===== config.mk =====
export PLATFORM = sky130hd
export DESIGN_NAME = ued_endpoint
export DESIGN_NICKNAME = d
export VERILOG_FILES = /design/src/rtl/ued_desc_decode.v /design/src/rtl/ued_endpoint.v
export VERILOG_INCLUDE_DIRS = /design/src /design/src/rtl
export SDC_FILE = /design/constraint.sdc
export NUM_CORES = 1
export LEC_CHECK = 0
export BUFFER_PORTS_ARGS = -buffer_cell sky130_fd_sc_hd__buf_4
export CELL_PAD_IN_SITES_DETAIL_PLACEMENT = 0
export CELL_PAD_IN_SITES_GLOBAL_PLACEMENT = 1
export CORE_MARGIN = 2
export CORE_UTILIZATION = 43
export DETAILED_ROUTE_END_ITERATION = 12
export PLACE_DENSITY = 0.95
export SYNTH_ARGS = -nofsm -noshare
export SYNTH_HDL_FRONTEND = slang
export SYNTH_HIERARCHICAL = 1
export SYNTH_SLANG_ARGS = --single-unit

===== constraint.sdc =====
create_clock -name clk_i -period 6.8 [get_ports clk_i]
set_clock_uncertainty 0.2 [all_clocks]
set_input_delay 0 -clock clk_i [delete_from_list [all_inputs] [get_ports clk_i]]
set_output_delay 0 -clock clk_i [all_outputs]
set_load 0.02 [all_outputs]

===== src/rtl/ued_consts.vh =====
`ifndef UED_CONSTS_VH
`define UED_CONSTS_VH

// register word indices on the wishbone slave, decoded from address bits 5:2
`define UED_REG_EN_SET      4'h0
`define UED_REG_EN_CLR      4'h1
`define UED_REG_FLAGS       4'h2
`define UED_REG_CTRL        4'h3
`define UED_REG_DESC_BASE   4'h4
`define UED_REG_STATUS      4'h5

// event bit positions, shared by enable and flag registers
`define UED_BIT_DONE0       0
`define UED_BIT_DONE1       1
`define UED_BIT_FAIL0       2
`define UED_BIT_FAIL1       3
`define UED_BIT_SETUP       4
`define UED_BIT_STALL_BANK0_IRQ_EN      5
`define UED_BIT_STALL_BANK1_IRQ_EN      6
`define UED_EVT_W           7

// control register fields
`define UED_CTRL_ACTIVE     0

// descriptor layout in system ram
`define UED_DESC_PTR_OFF    32'h0000_0000
`define UED_DESC_SIZE_OFF   32'h0000_0004
`define UED_DESC_BANK_STEP  32'h0000_0010

// packet size word fields
`define UED_PS_ZLP          31
`define UED_PS_CODE_HI      30
`define UED_PS_CODE_LO      28
`define UED_PS_MULTI_HI     27
`define UED_PS_MULTI_LO     14
`define UED_PS_COUNT_HI     13
`define UED_PS_COUNT_LO     0

// size codes
`define UED_SIZE_BASE       11'h008
`define UED_SIZE_CODE_MAX   3'h7
`define UED_SIZE_MAX        11'h3FF

// reset values
`define UED_EN_RESET        7'h00
`define UED_BASE_RESET      32'h0000_0000

`endif


===== src/rtl/ued_desc_decode.v =====
`timescale 1ns/100ps
`default_nettype none
`include "ued_consts.vh"

module ued_desc_decode (
    input  wire [31:0] size_word_i,
    output wire        auto_zero_length_packet_o,
    output wire [10:0] max_size_o,
    output wire [13:0] multi_o,
    output wire [13:0] count_o
);

    wire [2:0] code;

    assign code       = size_word_i[`UED_PS_CODE_HI:`UED_PS_CODE_LO];
    assign auto_zero_length_packet_o = size_word_i[`UED_PS_ZLP];
    // 8 bytes doubled per code, top code is 1023
    assign max_size_o = (code == `UED_SIZE_CODE_MAX) ? `UED_SIZE_MAX
                                                     : (`UED_SIZE_BASE << code);
    assign multi_o    = size_word_i[`UED_PS_MULTI_HI:`UED_PS_MULTI_LO];
    assign count_o    = size_word_i[`UED_PS_COUNT_HI:`UED_PS_COUNT_LO];

endmodule

`default_nettype wire


===== src/rtl/ued_endpoint.v =====
// How it works
// - writing zero leaves an enable unchanged
// - bit 5 enables bank 0 stall
// - bit 4 enables setup received
// - bit 3 enables bank 1 transfer fail
// - bank 0 transfer fail enable exists
// - bit 1 enables bank 1 transfer done
// - bit 0 enables bank 0 transfer done
// - buffer pointer is absolute ram address
// - auto_zero_length_packet bit makes hardware send zlp
// - size code gives max packet size
// - fail0 at bit 2, stall_bank1_irq_en at 6
// - clear view matches; reset clears enables
// - multi packet field accumulates transfer bytes
// - byte count gives next or last size
//
// Local design decision: register access over Wishbone.
`timescale 1ns/100ps
`default_nettype none
`include "ued_consts.vh"

module ued_endpoint (
    input  wire        clk_i,
    input  wire        rst_i,
    // wishbone slave
    input  wire        wb_cyc_i,
    input  wire        wb_stb_i,
    input  wire        wb_we_i,
    input  wire [7:0]  wb_adr_i,
    input  wire [3:0]  wb_sel_i,
    input  wire [31:0] wb_dat_i,
    output reg  [31:0] wb_dat_o,
    output reg         wb_ack_o,
    output reg         irq_o,
    // usb side
    input  wire        usb_reset_i,
    input  wire        xact_start_i,
    input  wire        xact_bank_i,
    input  wire        xact_in_i,
    input  wire        xact_setup_i,
    input  wire        xact_end_i,
    input  wire        xact_fail_i,
    input  wire [13:0] xact_rx_count_i,
    input  wire        stall_i,
    input  wire        stall_bank_i,
    output reg         desc_valid_o,
    output reg  [31:0] buf_ptr_o,
    output reg  [13:0] tx_count_o,
    output reg  [10:0] max_size_o,
    output reg         zlp_needed_o,
    output reg         busy_o,
    // descriptor ram master
    output reg         mem_req_o,
    output reg         mem_we_o,
    output reg  [31:0] mem_addr_o,
    output reg  [31:0] mem_wdata_o,
    input  wire [31:0] mem_rdata_i,
    input  wire        mem_ack_i
);

    localparam [4:0] S_IDLE = 5'b00001;
    localparam [4:0] S_PTR  = 5'b00010;
    localparam [4:0] S_SIZE = 5'b00100;
    localparam [4:0] S_LINK = 5'b01000;
    localparam [4:0] S_WB   = 5'b10000;

    reg  [4:0]             state;
    reg  [`UED_EVT_W-1:0]  irq_en;
    reg  [`UED_EVT_W-1:0]  flags;
    reg                    endpoint_active;
    reg  [31:0]            desc_base;
    reg                    cur_bank;
    reg                    cur_in;
    reg                    cur_setup;
    reg  [31:0]            size_word;
    reg  [`UED_EVT_W-1:0]  evt;
    reg  [31:0]            next_size;
    reg  [31:0]            rd_data;

    wire                   wb_hit;
    wire                   wb_wr;
    wire [3:0]             reg_idx;
    wire                   dec_zlp;
    wire [10:0]            dec_max;
    wire [13:0]            dec_multi;
    wire [13:0]            dec_count;
    wire [13:0]            xfer_bytes;
    wire [31:0]            bank_addr;

    // =====================================================
    // functions
    // =====================================================
    function [31:0] merge_bytes;
        input [31:0] old_val;
        input [31:0] new_val;
        input [3:0]  sel;
        integer      k;
        begin
            merge_bytes = old_val;
            for (k = 0; k < 4; k = k + 1) begin
                if (sel[k]) begin
                    merge_bytes[k*8 +: 8] = new_val[k*8 +: 8];
                end
            end
        end
    endfunction

    function [`UED_EVT_W-1:0] bank_evt;
        input bank;
        input [1:0] kind;
        begin
            bank_evt = {`UED_EVT_W{1'b0}};
            case (kind)
                2'd0: bank_evt[bank ? `UED_BIT_DONE1 : `UED_BIT_DONE0] = 1'b1;
                2'd1: bank_evt[bank ? `UED_BIT_FAIL1 : `UED_BIT_FAIL0] = 1'b1;
                default: bank_evt[bank ? `UED_BIT_STALL_BANK1_IRQ_EN : `UED_BIT_STALL_BANK0_IRQ_EN] = 1'b1;
            endcase
        end
    endfunction

    // =====================================================
    // descriptor decode
    // =====================================================
    ued_desc_decode u_decode (
        .size_word_i (size_word),
        .auto_zero_length_packet_o  (dec_zlp),
        .max_size_o  (dec_max),
        .multi_o     (dec_multi),
        .count_o     (dec_count)
    );

    assign xfer_bytes = cur_in ? dec_count : xact_rx_count_i;
    assign bank_addr  = desc_base + (cur_bank ? `UED_DESC_BANK_STEP : 32'h0000_0000);

    always @* begin
        next_size = size_word;
        next_size[`UED_PS_MULTI_HI:`UED_PS_MULTI_LO] = dec_multi + xfer_bytes;
        if (!cur_in) begin
            next_size[`UED_PS_COUNT_HI:`UED_PS_COUNT_LO] = xact_rx_count_i;
        end
    end

    // =====================================================
    // wishbone slave
    // =====================================================
    assign wb_hit  = wb_cyc_i && wb_stb_i && !wb_ack_o;
    assign wb_wr   = wb_hit && wb_we_i;
    assign reg_idx = wb_adr_i[5:2];

    always @* begin
        rd_data = 32'h0000_0000;
        case (reg_idx)
            `UED_REG_EN_SET:    rd_data[`UED_EVT_W-1:0] = irq_en;
            `UED_REG_EN_CLR:    rd_data[`UED_EVT_W-1:0] = irq_en;
            `UED_REG_FLAGS:     rd_data[`UED_EVT_W-1:0] = flags;
            `UED_REG_CTRL:      rd_data[`UED_CTRL_ACTIVE] = endpoint_active;
            `UED_REG_DESC_BASE: rd_data = desc_base;
            `UED_REG_STATUS:    rd_data[7:0] = {cur_setup, cur_in, cur_bank, state};
            default:            rd_data = 32'h0000_0000;
        endcase
    end

    always @(posedge clk_i) begin
        if (rst_i) begin
            wb_ack_o <= 1'b0;
            wb_dat_o <= 32'h0000_0000;
        end else begin
            wb_ack_o <= wb_hit;
            wb_dat_o <= (wb_hit && !wb_we_i) ? rd_data : 32'h0000_0000;
        end
    end

    // =====================================================
    // control registers
    // =====================================================
    always @(posedge clk_i) begin
        if (rst_i) begin
            endpoint_active <= 1'b0;
            desc_base       <= `UED_BASE_RESET;
        end else if (wb_wr) begin
            if (reg_idx == `UED_REG_CTRL && wb_sel_i[0]) begin
                endpoint_active <= wb_dat_i[`UED_CTRL_ACTIVE];
            end
            if (reg_idx == `UED_REG_DESC_BASE) begin
                desc_base <= merge_bytes(desc_base, wb_dat_i, wb_sel_i) & 32'hFFFF_FFFC;
            end
        end
    end

    // enables: set view and clear view share one store
    always @(posedge clk_i) begin
        if (rst_i || usb_reset_i || !endpoint_active) begin
            irq_en <= `UED_EN_RESET;
        end else if (wb_wr && wb_sel_i[0]) begin
            if (reg_idx == `UED_REG_EN_SET) begin
                irq_en <= irq_en | wb_dat_i[`UED_EVT_W-1:0];
            end else if (reg_idx == `UED_REG_EN_CLR) begin
                irq_en <= irq_en & ~wb_dat_i[`UED_EVT_W-1:0];
            end
        end
    end

    // =====================================================
    // event flags and interrupt
    // =====================================================
    always @* begin
        evt = {`UED_EVT_W{1'b0}};
        if (stall_i) begin
            evt = evt | bank_evt(stall_bank_i, 2'd2);
        end
        if (state == S_LINK && xact_end_i && xact_fail_i) begin
            evt = evt | bank_evt(cur_bank, 2'd1);
        end
        if (state == S_WB && mem_ack_i) begin
            evt = evt | bank_evt(cur_bank, 2'd0);
            evt[`UED_BIT_SETUP] = cur_setup;
        end
    end

    always @(posedge clk_i) begin
        if (rst_i) begin
            flags <= {`UED_EVT_W{1'b0}};
            irq_o <= 1'b0;
        end else begin
            // set beats a same-cycle clear
            if (wb_wr && wb_sel_i[0] && reg_idx == `UED_REG_FLAGS) begin
                flags <= (flags & ~wb_dat_i[`UED_EVT_W-1:0]) | evt;
            end else begin
                flags <= flags | evt;
            end
            irq_o <= |(flags & irq_en);
        end
    end

    // =====================================================
    // descriptor engine
    // =====================================================
    always @(posedge clk_i) begin
        if (rst_i) begin
            state        <= S_IDLE;
            cur_bank     <= 1'b0;
            cur_in       <= 1'b0;
            cur_setup    <= 1'b0;
            size_word    <= 32'h0000_0000;
            mem_req_o    <= 1'b0;
            mem_we_o     <= 1'b0;
            mem_addr_o   <= 32'h0000_0000;
            mem_wdata_o  <= 32'h0000_0000;
            desc_valid_o <= 1'b0;
            buf_ptr_o    <= 32'h0000_0000;
            tx_count_o   <= 14'h0000;
            max_size_o   <= 11'h000;
            zlp_needed_o <= 1'b0;
            busy_o       <= 1'b0;
        end else if (!endpoint_active || usb_reset_i) begin
            state        <= S_IDLE;
            mem_req_o    <= 1'b0;
            mem_we_o     <= 1'b0;
            desc_valid_o <= 1'b0;
            zlp_needed_o <= 1'b0;
            busy_o       <= 1'b0;
        end else begin
            case (state)
                S_IDLE: begin
                    if (xact_start_i) begin
                        cur_bank   <= xact_bank_i;
                        cur_in     <= xact_in_i;
                        cur_setup  <= xact_setup_i;
                        mem_req_o  <= 1'b1;
                        mem_we_o   <= 1'b0;
                        mem_addr_o <= desc_base + (xact_bank_i ? `UED_DESC_BANK_STEP
                                                               : 32'h0000_0000)
                                      + `UED_DESC_PTR_OFF;
                        busy_o     <= 1'b1;
                        state      <= S_PTR;
                    end
                end
                S_PTR: begin
                    if (mem_ack_i) begin
                        buf_ptr_o <= mem_rdata_i;
                        mem_req_o <= 1'b0;
                        state     <= S_SIZE;
                    end
                end
                S_SIZE: begin
                    if (mem_req_o && mem_ack_i) begin
                        size_word <= mem_rdata_i;
                        mem_req_o <= 1'b0;
                        state     <= S_LINK;
                    end else if (!mem_req_o) begin
                        mem_req_o  <= 1'b1;
                        mem_addr_o <= bank_addr + `UED_DESC_SIZE_OFF;
                    end
                end
                S_LINK: begin
                    desc_valid_o <= !xact_end_i;
                    tx_count_o   <= dec_count;
                    max_size_o   <= dec_max;
                    // trailing zlp only when a full packet ends an auto_zero_length_packet in
                    zlp_needed_o <= cur_in && dec_zlp && (dec_count != 14'h0000)
                                    && ({3'b000, dec_max} == dec_count);
                    if (xact_end_i) begin
                        zlp_needed_o <= 1'b0;
                        if (xact_fail_i) begin
                            busy_o <= 1'b0;
                            state  <= S_IDLE;
                        end else begin
                            mem_req_o   <= 1'b1;
                            mem_we_o    <= 1'b1;
                            mem_addr_o  <= bank_addr + `UED_DESC_SIZE_OFF;
                            mem_wdata_o <= next_size;
                            state       <= S_WB;
                        end
                    end
                end
                S_WB: begin
                    if (mem_ack_i) begin
                        mem_req_o <= 1'b0;
                        mem_we_o  <= 1'b0;
                        busy_o    <= 1'b0;
                        state     <= S_IDLE;
                    end
                end
                default: begin
                    state     <= S_IDLE;
                    mem_req_o <= 1'b0;
                    busy_o    <= 1'b0;
                end
            endcase
        end
    end

endmodule

`default_nettype wire


==> results.md, run 1 <==
- The flow ran to the end, and the final reports show no timing, DRC or antenna violations.
- The area taken by multi-input logic gates is around 5400 µm².
- Along the worst hold path, the cell count comes to 4.
- The number of vias per cell after detailed routing is roughly 5.3.
- After detailed routing, the total wire length is around 33 mm.
- Of all nets on the critical path, the largest fanout is 32.
- The routed layout has roughly 10000 vias.
- Yosys printed 6 warnings.
- The horizontal die dimension is between 150 and 200 µm.
- The register-to-register setup slack is ~3.4 ns.
- The wire length per cell after detailed routing is around 17 µm.
- Input and output buffers added on the ports amount to 258.
- The arrival time reported for the critical path endpoint is roughly 3.6 ns.
- The fraction of layout instances using a drive strength above 1 is about a fifth.
- For this design the top-level I/O count stands at 265.
- The via count of the first global-routing pass is just over 10000.
- Setup repair after global routing left no endpoint under its margin.
- For the pin with the worst max-slew slack, the measured transition is 0.994 ns.
- The total half-perimeter wirelength after legalization and detailed placement is between 20 and 25 mm.
- The floorplan step defined a core boundary enclosing ~25000 µm².
- The placer congestion estimate is around 0.9.
- The initial utilization of the core area, before any placement, comes to 43.5%.
- The number of antenna violations at the first check in global routing is 1.
- The worst hold path terminates at size_word[25]$_SDFFE_PP0P_.
- The overall die height is around 160 µm.
- For this run, the post-layout net count is ~1700.
- The total routing resource utilization after global routing is 23.8%.
- The clock tree from TritonCTS is yes.
- The critical path required time is between 7 and 8 ns.
- The number of rows in the core area is 58.
- The global route total overflow is 0.
- The worst-case IR drop observed on VDD is between 0.0002 and 0.00025 V.
- Buffers added to address setup during post-CTS repair amount to 0.
- The filler cell count is around 2100.
- Max-cap violations in this run came to 0.
- The number of standard cells after synthesis is between 1000 and 1500.
- The global-route wire length before repair is around 52 mm.
- Ranked by total cell area, the synthesized netlist is headed by dfxtp_1 (45%), nand2_1 (8.7%), a21oi_1 (6.3%), mux2i_1 (4.8%), nor2_1 (4.4%).
- Entering global routing, the biggest net connects approximately 100 pins.
- After clock tree synthesis, the clock-pin slew on the worst setup and hold paths is about 0.06 ns.
- The die covers between 20000 and 30000 µm².
- CTS saw between 200 and 250 sinks.
- Synthesis instantiated 74 different standard cells from the library.
- The cell count of the worst reg-to-reg path is 10.
- The relative area change from synthesis to final layout is 38.7%.
- The class of the worst hold path is in2reg.
- The area fraction of the dominant cell type after synthesis is around 45%.
- Summing all flip-flop and latch instances after layout gives ~4900 µm².
- Of all flip-flops after synthesis, the portion carrying an async set or reset was 0%.
- In this run the number of H-tree levels came out at 1.
- The clock passes through at most 3 buffers.
- Once layout is complete, the utilization of the core stands at ~60%.
- The normalized max-slew margin is 33.7%.
- The critical register-to-register path endpoint is mem_wdata_o[24]$_SDFFE_PP0P_.
- The number of nets with antenna violations after detailed routing is 0.
- The leakage power is between 6 and 7 nW.
- The number of synthesized register bits is roughly 240.
- The portion of the post-synthesis area used by sequential elements is 44.6%.
- The sum of negative setup slack is 0 ns.
- The period utilization is between 40% and 50%.
- The cell sitting at the root of the clock tree is a clkbuf_16.
- The final number of setup-violating endpoints is 0.
- STA classifies the critical path startpoint as a flip-flop.
- The mean instance size in the synthesized netlist is between 8 and 9 µm².
- The number of buffers inserted during clock tree synthesis is 26.
- The number of hold-slack violations in the final timing report is 0.
- The areal power density over the cells is 204 nW/µm².
- The critical path is of the reg2reg type.
- The count of final max-slew check failures is 0.
- In the routed design, unresolved DRC markers number 0.
- The worst setup path is captured at a flip-flop.
- The most used flip-flop cell after synthesis is dfxtp_1.
- The source-to-sink clock delay at the later pin of the worst-skew pair is 0.53 ns.
- The final-layout worst hold slack is approximately 0.078 ns.
- The startpoint identified for the worst hold timing path is mem_rdata_i[25].
- The cell type contributing the most total cell area after synthesis is dfxtp_1.
- The number of enable flip-flop cells after synthesis is 0.
- The detailed router finished its first iteration with 860 violations.
- The maximum frequency from static timing analysis is between 200 and 300 MHz.
- Summing every instance area after synthesis gives around 11000 µm².
- The number of optimization iterations in the first detailed-route pass is 5.
- The startpoint of the most critical register-to-register path is cur_in$_SDFFE_PP0P_.
- The worst path needs 3.39 ns of the cycle, external delays included.
[cell families after synthesis]
group / share of synthesized area [%]
AO/OA/AOI/OAI: 15.2
XOR/XNOR: 4.35
adder cells (fa/ha/maj): 2.13
buffers and inverters: 5.93
flip-flops: 44.6
multiplexers: 6.26
other: 0.0689
AND/OR/NAND/NOR: 21.4
[repair_timing]
action	CTS	global route
resized for setup	0	0
endpoints found under the hold margin	210	0
hold buffers	148	0
setup endpoints to repair	0	0
[registers in the layout, indices dropped and copies added (netlist names), named ones only]
name,count
desc_base,30
cur_in,1
cur_bank,1
zlp_needed_o,1
irq_o,1
wb_ack_o,1
mem_we_o,1
cur_setup,1
max_size_o,11
tx_count_o,14
busy_o,1
endpoint_active,1
wb_dat_o,32
mem_addr_o,30
desc_valid_o,1
flags,7
buf_ptr_o,32
mem_req_o,1
mem_wdata_o,32
state,5
size_word,32
[stage by stage]
stage               setup slack [ns]  power, mW  area (µm²)  cells
floorplan                       3.64       1.51       10900   1288
global placement                3.53       1.58       12700   1771
detailed placement              3.45       1.58       12700   1771
CTS                             3.43       3.10       15100   1966
global route                    3.27       3.16       15100   1967
finish                          3.41       3.08       15100   1967
[cell type report]
cell class,instances,area share (%)
Tap cell,330,2.73
Inverter,12,0.298
Antenna cell,1,0.0166
Clock inverter,7,0.745
Multi-Input combinational cell,918,35.7
Timing Repair Buffer,416,23.1
Sequential cell,243,32.2
Clock buffer,40,5.19
[how the worst max path moves through the flow]
| stage | startpoint | to | slack, ns | cells past startpoint |
|---|---|---|---|---|
| 6_report | cur_in$_SDFFE_PP0P_ | mem_wdata_o[24]$_SDFFE_PP0P_ | 3.41 | 10 |
| 3_5_place_dp | cur_in$_SDFFE_PP0P_ | mem_wdata_o[24]$_SDFFE_PP0P_ | 3.45 | 10 |
| 4_1_cts | cur_in$_SDFFE_PP0P_ | mem_wdata_o[24]$_SDFFE_PP0P_ | 3.43 | 10 |
| 2_1_floorplan | cur_in$_SDFFE_PP0P_ | mem_wdata_o[24]$_SDFFE_PP0P_ | 3.64 | 11 |
| 3_3_place_gp | cur_in$_SDFFE_PP0P_ | mem_wdata_o[24]$_SDFFE_PP0P_ | 3.53 | 10 |
| 5_1_grt | cur_in$_SDFFE_PP0P_ | mem_wdata_o[24]$_SDFFE_PP0P_ | 3.27 | 10 |
[critical path, stage by stage, from the launching register on]
cell	delay, ns
dfxtp_1	0.31
buf_4	0.39
mux2_2	0.39
ha_1	0.23
fa_1	0.43
a211oi_1	0.32
o21a_1	0.23
a21oi_1	0.12
a31oi_1	0.23
nor4_1	0.07
a311o_1	0.35
[metal layers]
metal  up-vias  share of wire (%)  track usage, %
li1       5053                  -               -
met1      4888                 41            28.4
met2       388                 49            42.7
met3        75                7.1            4.47
met4         0                3.6            8.53
met5         -                  0               0
[synth_stat cells (8+ instances only)]
library cell	instances
a211oi_1	45
a21oi_1	137
a22oi_1	13
a311oi_1	8
and2_1	27
and3_1	9
buf_2	24
buf_4	35
clkbuf_1	51
dfxtp_1	243
ha_1	17
inv_1	12
mux2_2	13
mux2i_1	52
nand2_1	253
nand3_1	19
nand4_1	14
nor2_1	128
nor2b_1	9
nor3_1	9
o21ai_0	20
xnor2_1	23
xor2_1	28
[placed cells by master (no fill, tap or decap), types with 12 or more instances in the layout]
| master | n |
|---|---|
| a21oi_1 | 137 |
| dfxtp_1 | 243 |
| and2_1 | 27 |
| inv_1 | 12 |
| o21ai_0 | 20 |
| dlygate4sd3_1 | 148 |
| nand3_1 | 19 |
| nand4_1 | 14 |
| buf_4 | 267 |
| xnor2_1 | 23 |
| mux2_2 | 13 |
| nand2_1 | 253 |
| xor2_1 | 28 |
| nor2_1 | 128 |
| a211oi_1 | 45 |
| clkbuf_16 | 27 |
| mux2i_1 | 52 |
| a22oi_1 | 13 |
| ha_1 | 17 |
[report_power, final]
part	internal, mW	switching (mW)
Combinational	0.0931	0.0782
Clock	0.904	0.575
Sequential	1.43	0.00171
(Power assumes the default switching activity.)
==> inputs of run 2 (changes only) <==
--- a/config.mk
+++ b/config.mk
@@ -6,13 +6,14 @@
 export SDC_FILE = /design/constraint.sdc
 export NUM_CORES = 1
 export LEC_CHECK = 0
+export ABC_AREA = 1
 export BUFFER_PORTS_ARGS = -buffer_cell sky130_fd_sc_hd__buf_4
 export CELL_PAD_IN_SITES_DETAIL_PLACEMENT = 0
 export CELL_PAD_IN_SITES_GLOBAL_PLACEMENT = 1
 export CORE_MARGIN = 2
-export CORE_UTILIZATION = 43
+export CORE_UTILIZATION = 38
 export DETAILED_ROUTE_END_ITERATION = 12
-export PLACE_DENSITY = 0.95
+export PLACE_DENSITY = 0.9
 export SYNTH_ARGS = -nofsm -noshare
 export SYNTH_HDL_FRONTEND = slang
 export SYNTH_HIERARCHICAL = 1
==> constraint.sdc (replaced) <==
create_clock -name clk_i -period 3.51 [get_ports clk_i]
set_clock_uncertainty 0.2 [all_clocks]
set_input_delay 0 -clock clk_i [delete_from_list [all_inputs] [get_ports clk_i]]
set_output_delay 0 -clock clk_i [all_outputs]
set_load 0.02 [all_outputs]
==> run 2 against run 1 <==
Effect of this change:
- global-route usage is 0.77 points lower
- flip-flop and latch count stayed put
- via count is 14% higher
- clock power is 98% higher
- register-to-register slack worse by 2.9 ns
- setup slack worse by 2.9 ns
- highest routed layer unchanged
==> results.md, run 2 <==
- The number of placed I/O pins is 265 (unchanged).
- The global-route wire length before repair was 58.5 mm (+13%).
- The worst setup path is launched from an input pin.
- The cell internal power dissipation is 4.73 mW (+95%).
- After layout, the worst path uses 86.4% of the clock period.
- The mean instance size in the synthesized netlist was 7.04 µm² (-17%).
- In the synthesized netlist, the cells that appear most often are nand2_1 (308), nor2_1 (269), dfxtp_1 (243).
- The filler-free cell count of the finished design is 2368 (+20%).
- The count of warnings emitted by yosys was 6 (unchanged).
- After synthesis, the cell types taking the most area are dfxtp_1 (42%), nand2_1 (10%), nor2_1 (8.8%), o21ai_0 (7.7%), a21oi_1 (5.6%).
- The maximum frequency from static timing analysis is around 330 MHz.
- The slew at the pin with the worst max-slew slack is 0.919 ns (-0.0748 ns).
- The largest driver fanout on the critical path is 6 (-81%).
- The number of hold-slack violations in the final timing report is 0 (unchanged).
- The number of enable flip-flop cells after synthesis is 0 (unchanged).
- The number of vias per cell after detailed routing is 5.01 (-5.3%).
- The total half-perimeter wirelength after legalization and detailed placement was 26.8 mm (+23%).
- The number of buffers inserted during clock tree synthesis is 27 (+3.8%).
- The wire length per cell after detailed routing is 16.0 µm (-5.0%).
- The clock period minus final worst setup slack is ~3.0 ns.
- The overall die height came to 178 µm (+9.0%).
- The normalized max-slew margin is 38.6% (+4.8 points).
- The cts-stage hold buffer count was 129 (-13%).
- TritonCTS built the clock tree.
- The hold path depth was 3 (-1).
- Leaving out fill and tap cells, the most frequent cell in the layout is nand2_1.
- The total number of clock tree sinks was 243 (unchanged).
- The placeable core area is 29700 µm² (+19%).
- The relative area change from synthesis to final layout is 36.1%.
- In the post-synthesis netlist, the cell with the most instances is nand2_1.
- The placer congestion estimate came to 0.912 (-1.1%).
- The class of the worst hold path is in2reg.
- The via count of the first global-routing pass is 11100 (+8.5%).
- The total via count after detailed routing was 11900 (+14%).
- The worst setup path is captured at a flip-flop.
- The number of optimization iterations in the first detailed-route pass is 5 (unchanged).
- The root buffer cell chosen for the clock tree is clkbuf_16.
- The library cells used most frequently in the layout, excluding fill and tap cells, are nand2_1 (308), nor2_1 (268), buf_4 (267).
- The remaining routing DRC violations came to 0 (unchanged).
- The register-to-register setup slack is 0.49 ns (-2.92 ns).
- The source-to-sink clock delay at the later pin of the worst-skew pair is 0.53 ns (about the same).
- The number of buffers on the longest clock path is 3 (unchanged).
- The total die area is 31700 µm² (+19%).
- The count of final max-slew check failures came to 0 (unchanged).
- The maximum resistive drop on vdd is 0.000398 V (+94%).
- The post-synthesis async set-or-reset flop share is 0% (unchanged).
- The synthesized area is 11500 µm² (+5.5%).
- The post-cts repair resize count is 0 (unchanged).
- The delay of the slowest cell on the worst path came to 0.63 ns (+0.20 ns).
- The total routed wirelength is 37.9 mm (+14%).
- The number of nets with antenna violations after detailed routing came to 0 (unchanged).
- The number of buffers added on ports is 258 (unchanged).
- The total routing resource utilization after global routing is 23.1% (-0.77 points).
- The cell repeated most along the worst path is dlygate4sd3_1.
- The switching power share of the total came to 21.8% (+0.49 points).
- The filler cell count is 2793 (+33%).
- The final number of setup-violating endpoints is 0 (unchanged).
- The arrival time reported for the critical path endpoint was 3.31 ns (-0.30 ns).
- The level count of the clock H-tree was 1 (unchanged).
- The switching power of the nets is 1.32 mW (+100%).
- In this run the critical register-to-register path is captured at desc_base[4]$_SDFFE_PP0P_.
- The final-layout worst hold slack was 0.0246 ns (-0.0531 ns).
- Setup repair after global routing left no endpoint under its margin.
- The number of standard cells after synthesis is 1634 (+27%).
- The count of placed standard cells including taps came to 2192 (+24%).
- The leakage power came to 6.92 nW (+14%).
- The number of max-cap violations is 0 (unchanged).
- The signal on the critical path passes through dlygate4sd3_1, buf_4, nor2_1, dlygate4sd3_1, nand2_1, nor2_1, nand2_1, dlygate4sd3_1, a21oi_1, dlygate4sd3_1.
- The number of setup buffers added after CTS was 0 (unchanged).
- The CTS clock-pin slew for the worst setup and hold paths is 0.06 ns (about the same).
- The iteration-0 DRC count of the detailed router was 861 (+0.12%).
- The global route total overflow is 0 (unchanged).
- The worst setup path is of the in2reg kind.
- The count of distinct cell types in the synthesized netlist is 50 (-32%).
- The number of rows in the core area is 63 (+8.6%).
- The pin count of the biggest net entering global routing is 71 (-30%).
- The number of antenna violations at the first check in global routing is 0 (-1).
- The effective utilization at floorplan is 38.7% (-4.8 points).
- The number of synthesized register bits is 243 (unchanged).
- The areal power density over the cells is 387 nW/µm² (+90%).
- The sum of negative setup slack came to 0 ns (unchanged).
- The antenna diode instance count is 0 (-1).
- The end point of the worst hold path is desc_base[18]$_SDFFE_PP0P_.
- The slowest cell on the critical path is dlygate4sd3_1.
- The critical path required time is 3.79 ns (-3.23 ns).
- The part of the power in the clock network came to 48.4% (+0.3 points).
- The run finished with clean final reports.
- The leading register cell type out of synthesis is dfxtp_1.
- The sequential share of power is 45.7% (-0.7 points).
- The area fraction of the dominant cell type after synthesis is 42.3% (-2.3 points).
- The horizontal die dimension is 178 µm (+9.0%).
- The origin of the worst min-delay path is wb_sel_i[2].
- The fraction of layout instances using a drive strength above 1 is 18.6% (-2.6 points).
- The portion of total power attributed to combinational logic was 5.9% (+0.3 points).
- The cell count of the worst reg-to-reg path is 9 (-1).
- In this run the critical register-to-register path is launched from wb_ack_o$_SDFF_PP0_.
- The portion of the post-synthesis area used by sequential elements is 42.3% (-2.3 points).
- The cell type contributing the most total cell area after synthesis is dfxtp_1.
- The number of nets at the end of the flow is 2083 (+20%).
==> run 2: cell count changes after synthesis, moves of 12 or more <==
| cell | delta |
|---|---|
| mux2_2 | -13 |
| a22oi_1 | -13 |
| nand3_1 | +62 |
| inv_1 | +138 |
| o21ai_0 | +157 |
| a211oi_1 | -45 |
| nor2_1 | +141 |
| mux2i_1 | -52 |
| nand2_1 | +55 |
| and2_1 | -24 |
| a21oi_2 | +12 |
| xnor2_1 | -13 |
==> run 2: critical path: cells and delay by family <==
kind                   cells  cell delay [ns]
AND/OR/NAND/NOR            4             0.73
buffers and inverters      5             2.43
AO/OA/AOI/OAI              1             0.13
==> run 2: worst max path at each step <==
| stage | slack (ns) | endpoint | cells after the start | startpoint |
|---|---|---|---|---|
| finish | 0.48 | flip-flop | 10 | wb_adr_i[5] |
| global route | 0.31 | flip-flop | 10 | wb_adr_i[5] |
| CTS | 0.55 | flip-flop | 10 | wb_adr_i[5] |
| detailed placement | 0.68 | mem_wdata_o[24]$_SDFFE_PP0P_ | 13 | cur_in$_SDFFE_PP0P_ |
| global placement | 0.74 | mem_wdata_o[24]$_SDFFE_PP0P_ | 13 | cur_in$_SDFFE_PP0P_ |
| floorplan | 1.15 | mem_wdata_o[22]$_SDFFE_PP0P_ | 12 | cur_in$_SDFFE_PP0P_ |
==> run 2: final cells by class <==
| class | instances | area, µm² | share of cell area [%] |
|---|---|---|---|
| Timing Repair Buffer | 397 | 3320 | 21.2 |
| Multi-Input combinational cell | 1130 | 5440 | 34.8 |
| Clock buffer | 36 | 790 | 5.05 |
| Inverter | 161 | 614 | 3.93 |
| Tap cell | 390 | 488 | 3.12 |
| Clock inverter | 11 | 135 | 0.864 |
| Sequential cell | 243 | 4860 | 31.1 |
==> run 2: power groups by stage <==
stage               clock network [mW]  registers, mW  logic, mW
finish                            2.93           2.77      0.355
global route                      3.09           2.76      0.385
CTS                               2.99           2.76      0.350
detailed placement                   0           2.83      0.255
global placement                     0           2.83      0.256
floorplan                            0           2.83      0.112
==> run 2: layer usage <==
metal | track usage (%) | wire length, µm | share of wire (%) | up-vias
li1 | - | - | - | 5900
met1 | 30.2 | 16300 | 43 | 5417
met4 | 8.71 | 1500 | 4.0 | 0
met3 | 4.56 | 2950 | 7.8 | 82
met2 | 37.5 | 17100 | 45 | 462
met5 | 0 | 0 | 0 | -
==> run 2: logic make-up after synthesis <==
kind of cell / synth area share [%]
buffers and inverters: 10.4
XOR/XNOR: 2.36
AND/OR/NAND/NOR: 26.1
adder cells (fa/ha/maj): 2.02
other: 0.0653
AO/OA/AOI/OAI: 16.7
flip-flops: 42.3
==> run 2: stage by stage <==
step	power [mW]	area [µm²]	util, %	setup WS, ns
after floorplan	2.94	11500	-	1.15
after global placement	3.08	13400	45.2	0.738
after detailed placement	3.08	13400	45.2	0.682
after CTS	6.11	15600	52.7	0.549
after global routing	6.23	15600	52.7	0.315
final	6.05	15600	52.7	0.476
==> inputs of run 3 (changes only) <==
--- a/config.mk
+++ b/config.mk
@@ -8,12 +8,11 @@
 export LEC_CHECK = 0
 export ABC_AREA = 1
 export BUFFER_PORTS_ARGS = -buffer_cell sky130_fd_sc_hd__buf_4
-export CELL_PAD_IN_SITES_DETAIL_PLACEMENT = 0
-export CELL_PAD_IN_SITES_GLOBAL_PLACEMENT = 1
 export CORE_MARGIN = 2
-export CORE_UTILIZATION = 38
+export CORE_UTILIZATION = 54
 export DETAILED_ROUTE_END_ITERATION = 12
 export PLACE_DENSITY = 0.9
+export SETUP_SLACK_MARGIN = 0.02
 export SYNTH_ARGS = -nofsm -noshare
 export SYNTH_HDL_FRONTEND = slang
 export SYNTH_HIERARCHICAL = 1
==> run 3 against run 2 <==
Effect of this change:
- sequential power is essentially flat
- wire length grew 7.7%
- hold slack gained 0.045 ns
- global-route usage grew 12 points
- critical path depth shrank 2
- cell count shrank 4.8%
- non-clock buffer count is the same
- core utilization grew 21 points
- cell area shrank 0.98%
- setup slack lost 0.26 ns
- first-iteration DRC count grew 50%
- clock power is essentially flat
- largest cell class unchanged
==> results.md, run 3 (synthesized netlist as in run 2, its figures left out) <==
- The number of hold-slack violations in the final timing report was 0 (unchanged).
- Walking the worst path, the cells encountered are inv_1, nor2_1, inv_1, nor2_1, o21ai_0, dlygate4sd3_1, a21oi_1, dlygate4sd3_1.
- The filler-free cell count of the finished design was 2254 (-4.8%).
- The number of antenna violations at the first check in global routing was 1 (+1).
- The total via count after detailed routing is 12700 (+7.1%).
- The final-layout worst hold slack is 0.0691 ns (+0.0445 ns).
- The clock period minus final worst setup slack is 3.30 ns (+0.264 ns).
- The remaining routing DRC violations is 0 (unchanged).
- The overall die height is 150 µm (-16%).
- The areal power density over the cells is 393 nW/µm² (+1.7%).
- STA classifies the critical path endpoint as a flip-flop.
- The global route total overflow is 0 (unchanged).
- The count of final max-slew check failures was 0 (unchanged).
- The number of nets with antenna violations after detailed routing is 0 (unchanged).
- The number of buffers added on ports is 258 (unchanged).
- The number of optimization iterations in the first detailed-route pass was 6 (+1).
- The slew at the pin with the worst max-slew slack is 0.991 ns (+0.0712 ns).
- The level count of the clock H-tree is 1 (unchanged).
- The global-route wire length before repair came to 63.3 mm (+8.2%).
- The critical path is of the reg2reg type.
- The arrival time reported for the critical path endpoint is 3.57 ns (+0.26 ns).
- The slowest cell on the critical path is nor2_1.
- The placeable core area was 21000 µm² (-29%).
- The fraction of the core area covered by cells at the end of the flow came to 73.9% (+21 points).
- The maximum frequency from static timing analysis is 303 MHz (-8.0%).
- The placed instance area was 13300 µm² (-1.2%).
- The largest driver fanout on the critical path was 13 (+7).
- From synthesis to final layout, the design area changed by 34.7%.
- The final number of setup-violating endpoints is 0 (unchanged).
- The number of vias per cell after detailed routing is 5.64 (+13%).
- The effective utilization at floorplan came to 54.9% (+16 points).
- The maximum resistive drop on vdd is 0.000315 V (-21%).
- The iteration-0 DRC count of the detailed router is 1291 (+50%).
- The number of rows in the core area is 53 (-16%).
- The pin count of the biggest net entering global routing is 81 (+14%).
- The total routed wirelength is 40.8 mm (+7.7%).
- The placer congestion estimate is 0.940 (+3.0%).
- The number of placed I/O pins is 265 (unchanged).
- The number of setup buffers added after CTS is 0 (unchanged).
- The most common library cell in the layout ignoring fill and taps is nand2_1.
- The number of nets at the end of the flow is 2082 (-0.048%).
- The flow ran to the end, and the final reports show no timing, DRC or antenna violations.
- The critical path required time came to 3.79 ns (about the same).
- The post-cts repair resize count is 0 (unchanged).
- The fraction of layout instances using a drive strength above 1 was 18.5% (-0.10 points).
- The via count of the first global-routing pass is 12300 (+11%).
- Setup repair after global routing left no endpoint under its margin.
- The count of placed standard cells including taps is 2077 (-5.2%).
- The total number of clock tree sinks is 243 (unchanged).
- The post-route cell area came to 15500 µm² (-0.98%).
- The worst setup path is launched from a flip-flop.
- The source-to-sink clock delay at the later pin of the worst-skew pair was 0.53 ns (about the same).
- The leakage power was 6.90 nW (-0.29%).
- The sum of negative setup slack is 0 ns (unchanged).
- The total half-perimeter wirelength after legalization and detailed placement is 25.9 mm (-3.2%).
- The period utilization is 93.9% (+7.5 points).
- The clock tree from TritonCTS is yes.
- In the layout the commonest cells are nand2_1 (308), nor2_1 (268), buf_4 (268).
- The number of buffers inserted during clock tree synthesis was 26 (-3.7%).
- The CTS clock-pin slew for the worst setup and hold paths is 0.06 ns (about the same).
- The wire length per cell after detailed routing is 18.1 µm (+13%).
- The horizontal die dimension is 150 µm (-16%).
- The number of max-cap violations is 0 (unchanged).
- The tightest min-delay check is of the in2reg type.
- The delay of the slowest cell on the worst path was 0.70 ns (+0.07 ns).
- The normalized max-slew margin came to 33.8% (-4.8 points).
- The total die area is 22500 µm² (-29%).
- The tree is rooted in a clkbuf_16.
- The total routing resource utilization after global routing is 35.3% (+12 points).
- The number of buffers on the longest clock path is 3 (unchanged).
==> run 3: cell count changes in the layout (fill, tap and decap cells not counted), sizes merged <==
| cell | change |
|---|---|
| clkinv | -1 |
| diode | +1 |
| bufinv | +1 |
| clkbuf | -2 |
| clkinvlp | +2 |
==> run 3: critical path, delay by kind of cell (launching register included) <==
| kind | cells | cell delay (ns) |
|---|---|---|
| buffers and inverters | 4 | 1.44 |
| and+or+nand+nor | 2 | 0.89 |
| AOI/OAI and AO/OA | 2 | 0.35 |
| DFF | 1 | 0.37 |
==> run 3: per-layer routing <==
metal	track usage, %	up-vias	share of wire (%)
li1	-	5887	-
met1	40.5	5804	36
met2	60.9	812	48
met3	7.77	204	9.4
met4	19.4	0	6.1
met5	0	-	0
==> run 3: final cells by class <==
class | count | area [µm²]
timing repair buffer | 397 | 3300
multi-input combinational | 1130 | 5440
sequential | 243 | 4860
inverter | 161 | 614
fill | 1507 | 5460
clock inverter | 13 | 183
clock buffer | 34 | 742
tap | 275 | 344
antenna | 1 | 2.50
==> run 3: path summary, 6_finish.rpt <==
check | from | endpoint | slack [ns] | cells after the start
hold / removal | wb_sel_i[2] | desc_base[19]$_SDFFE_PP0P_ | 0.07 | 3
setup / recovery | endpoint_active$_SDFFE_PP0P_ | flip-flop | 0.21 | 8
setup reg to reg | endpoint_active$_SDFFE_PP0P_ | flip-flop | 0.21 | 8
hold reg to reg | flip-flop | flip-flop | 0.28 | 2
==> run 3: metrics by stage <==
stage	worst slack [ns]	power, mW
after floorplan	1.15	2.94
after CTS	0.383	6.06
after global routing	0.116	6.24
final	0.213	6.10
after global placement	0.920	3.08
after detailed placement	0.874	3.08
==> run 3: power by group <==
group / internal (mW) / total (mW) / leakage [nW] / switching (mW)
clock network: 1.78 / 2.96 / 0.442 / 1.18
registers: 2.76 / 2.76 / 1.96 / 0.00384
logic: 0.187 / 0.369 / 4.50 / 0.182
total: 4.73 / 6.10 / 6.90 / 1.36
==> run 3: repair_timing <==
item | 4_1_cts | 5_1_grt
endpoints found under the setup margin | 0 | 0
hold buffers | 129 | 0
hold endpoints to repair | 167 | 0
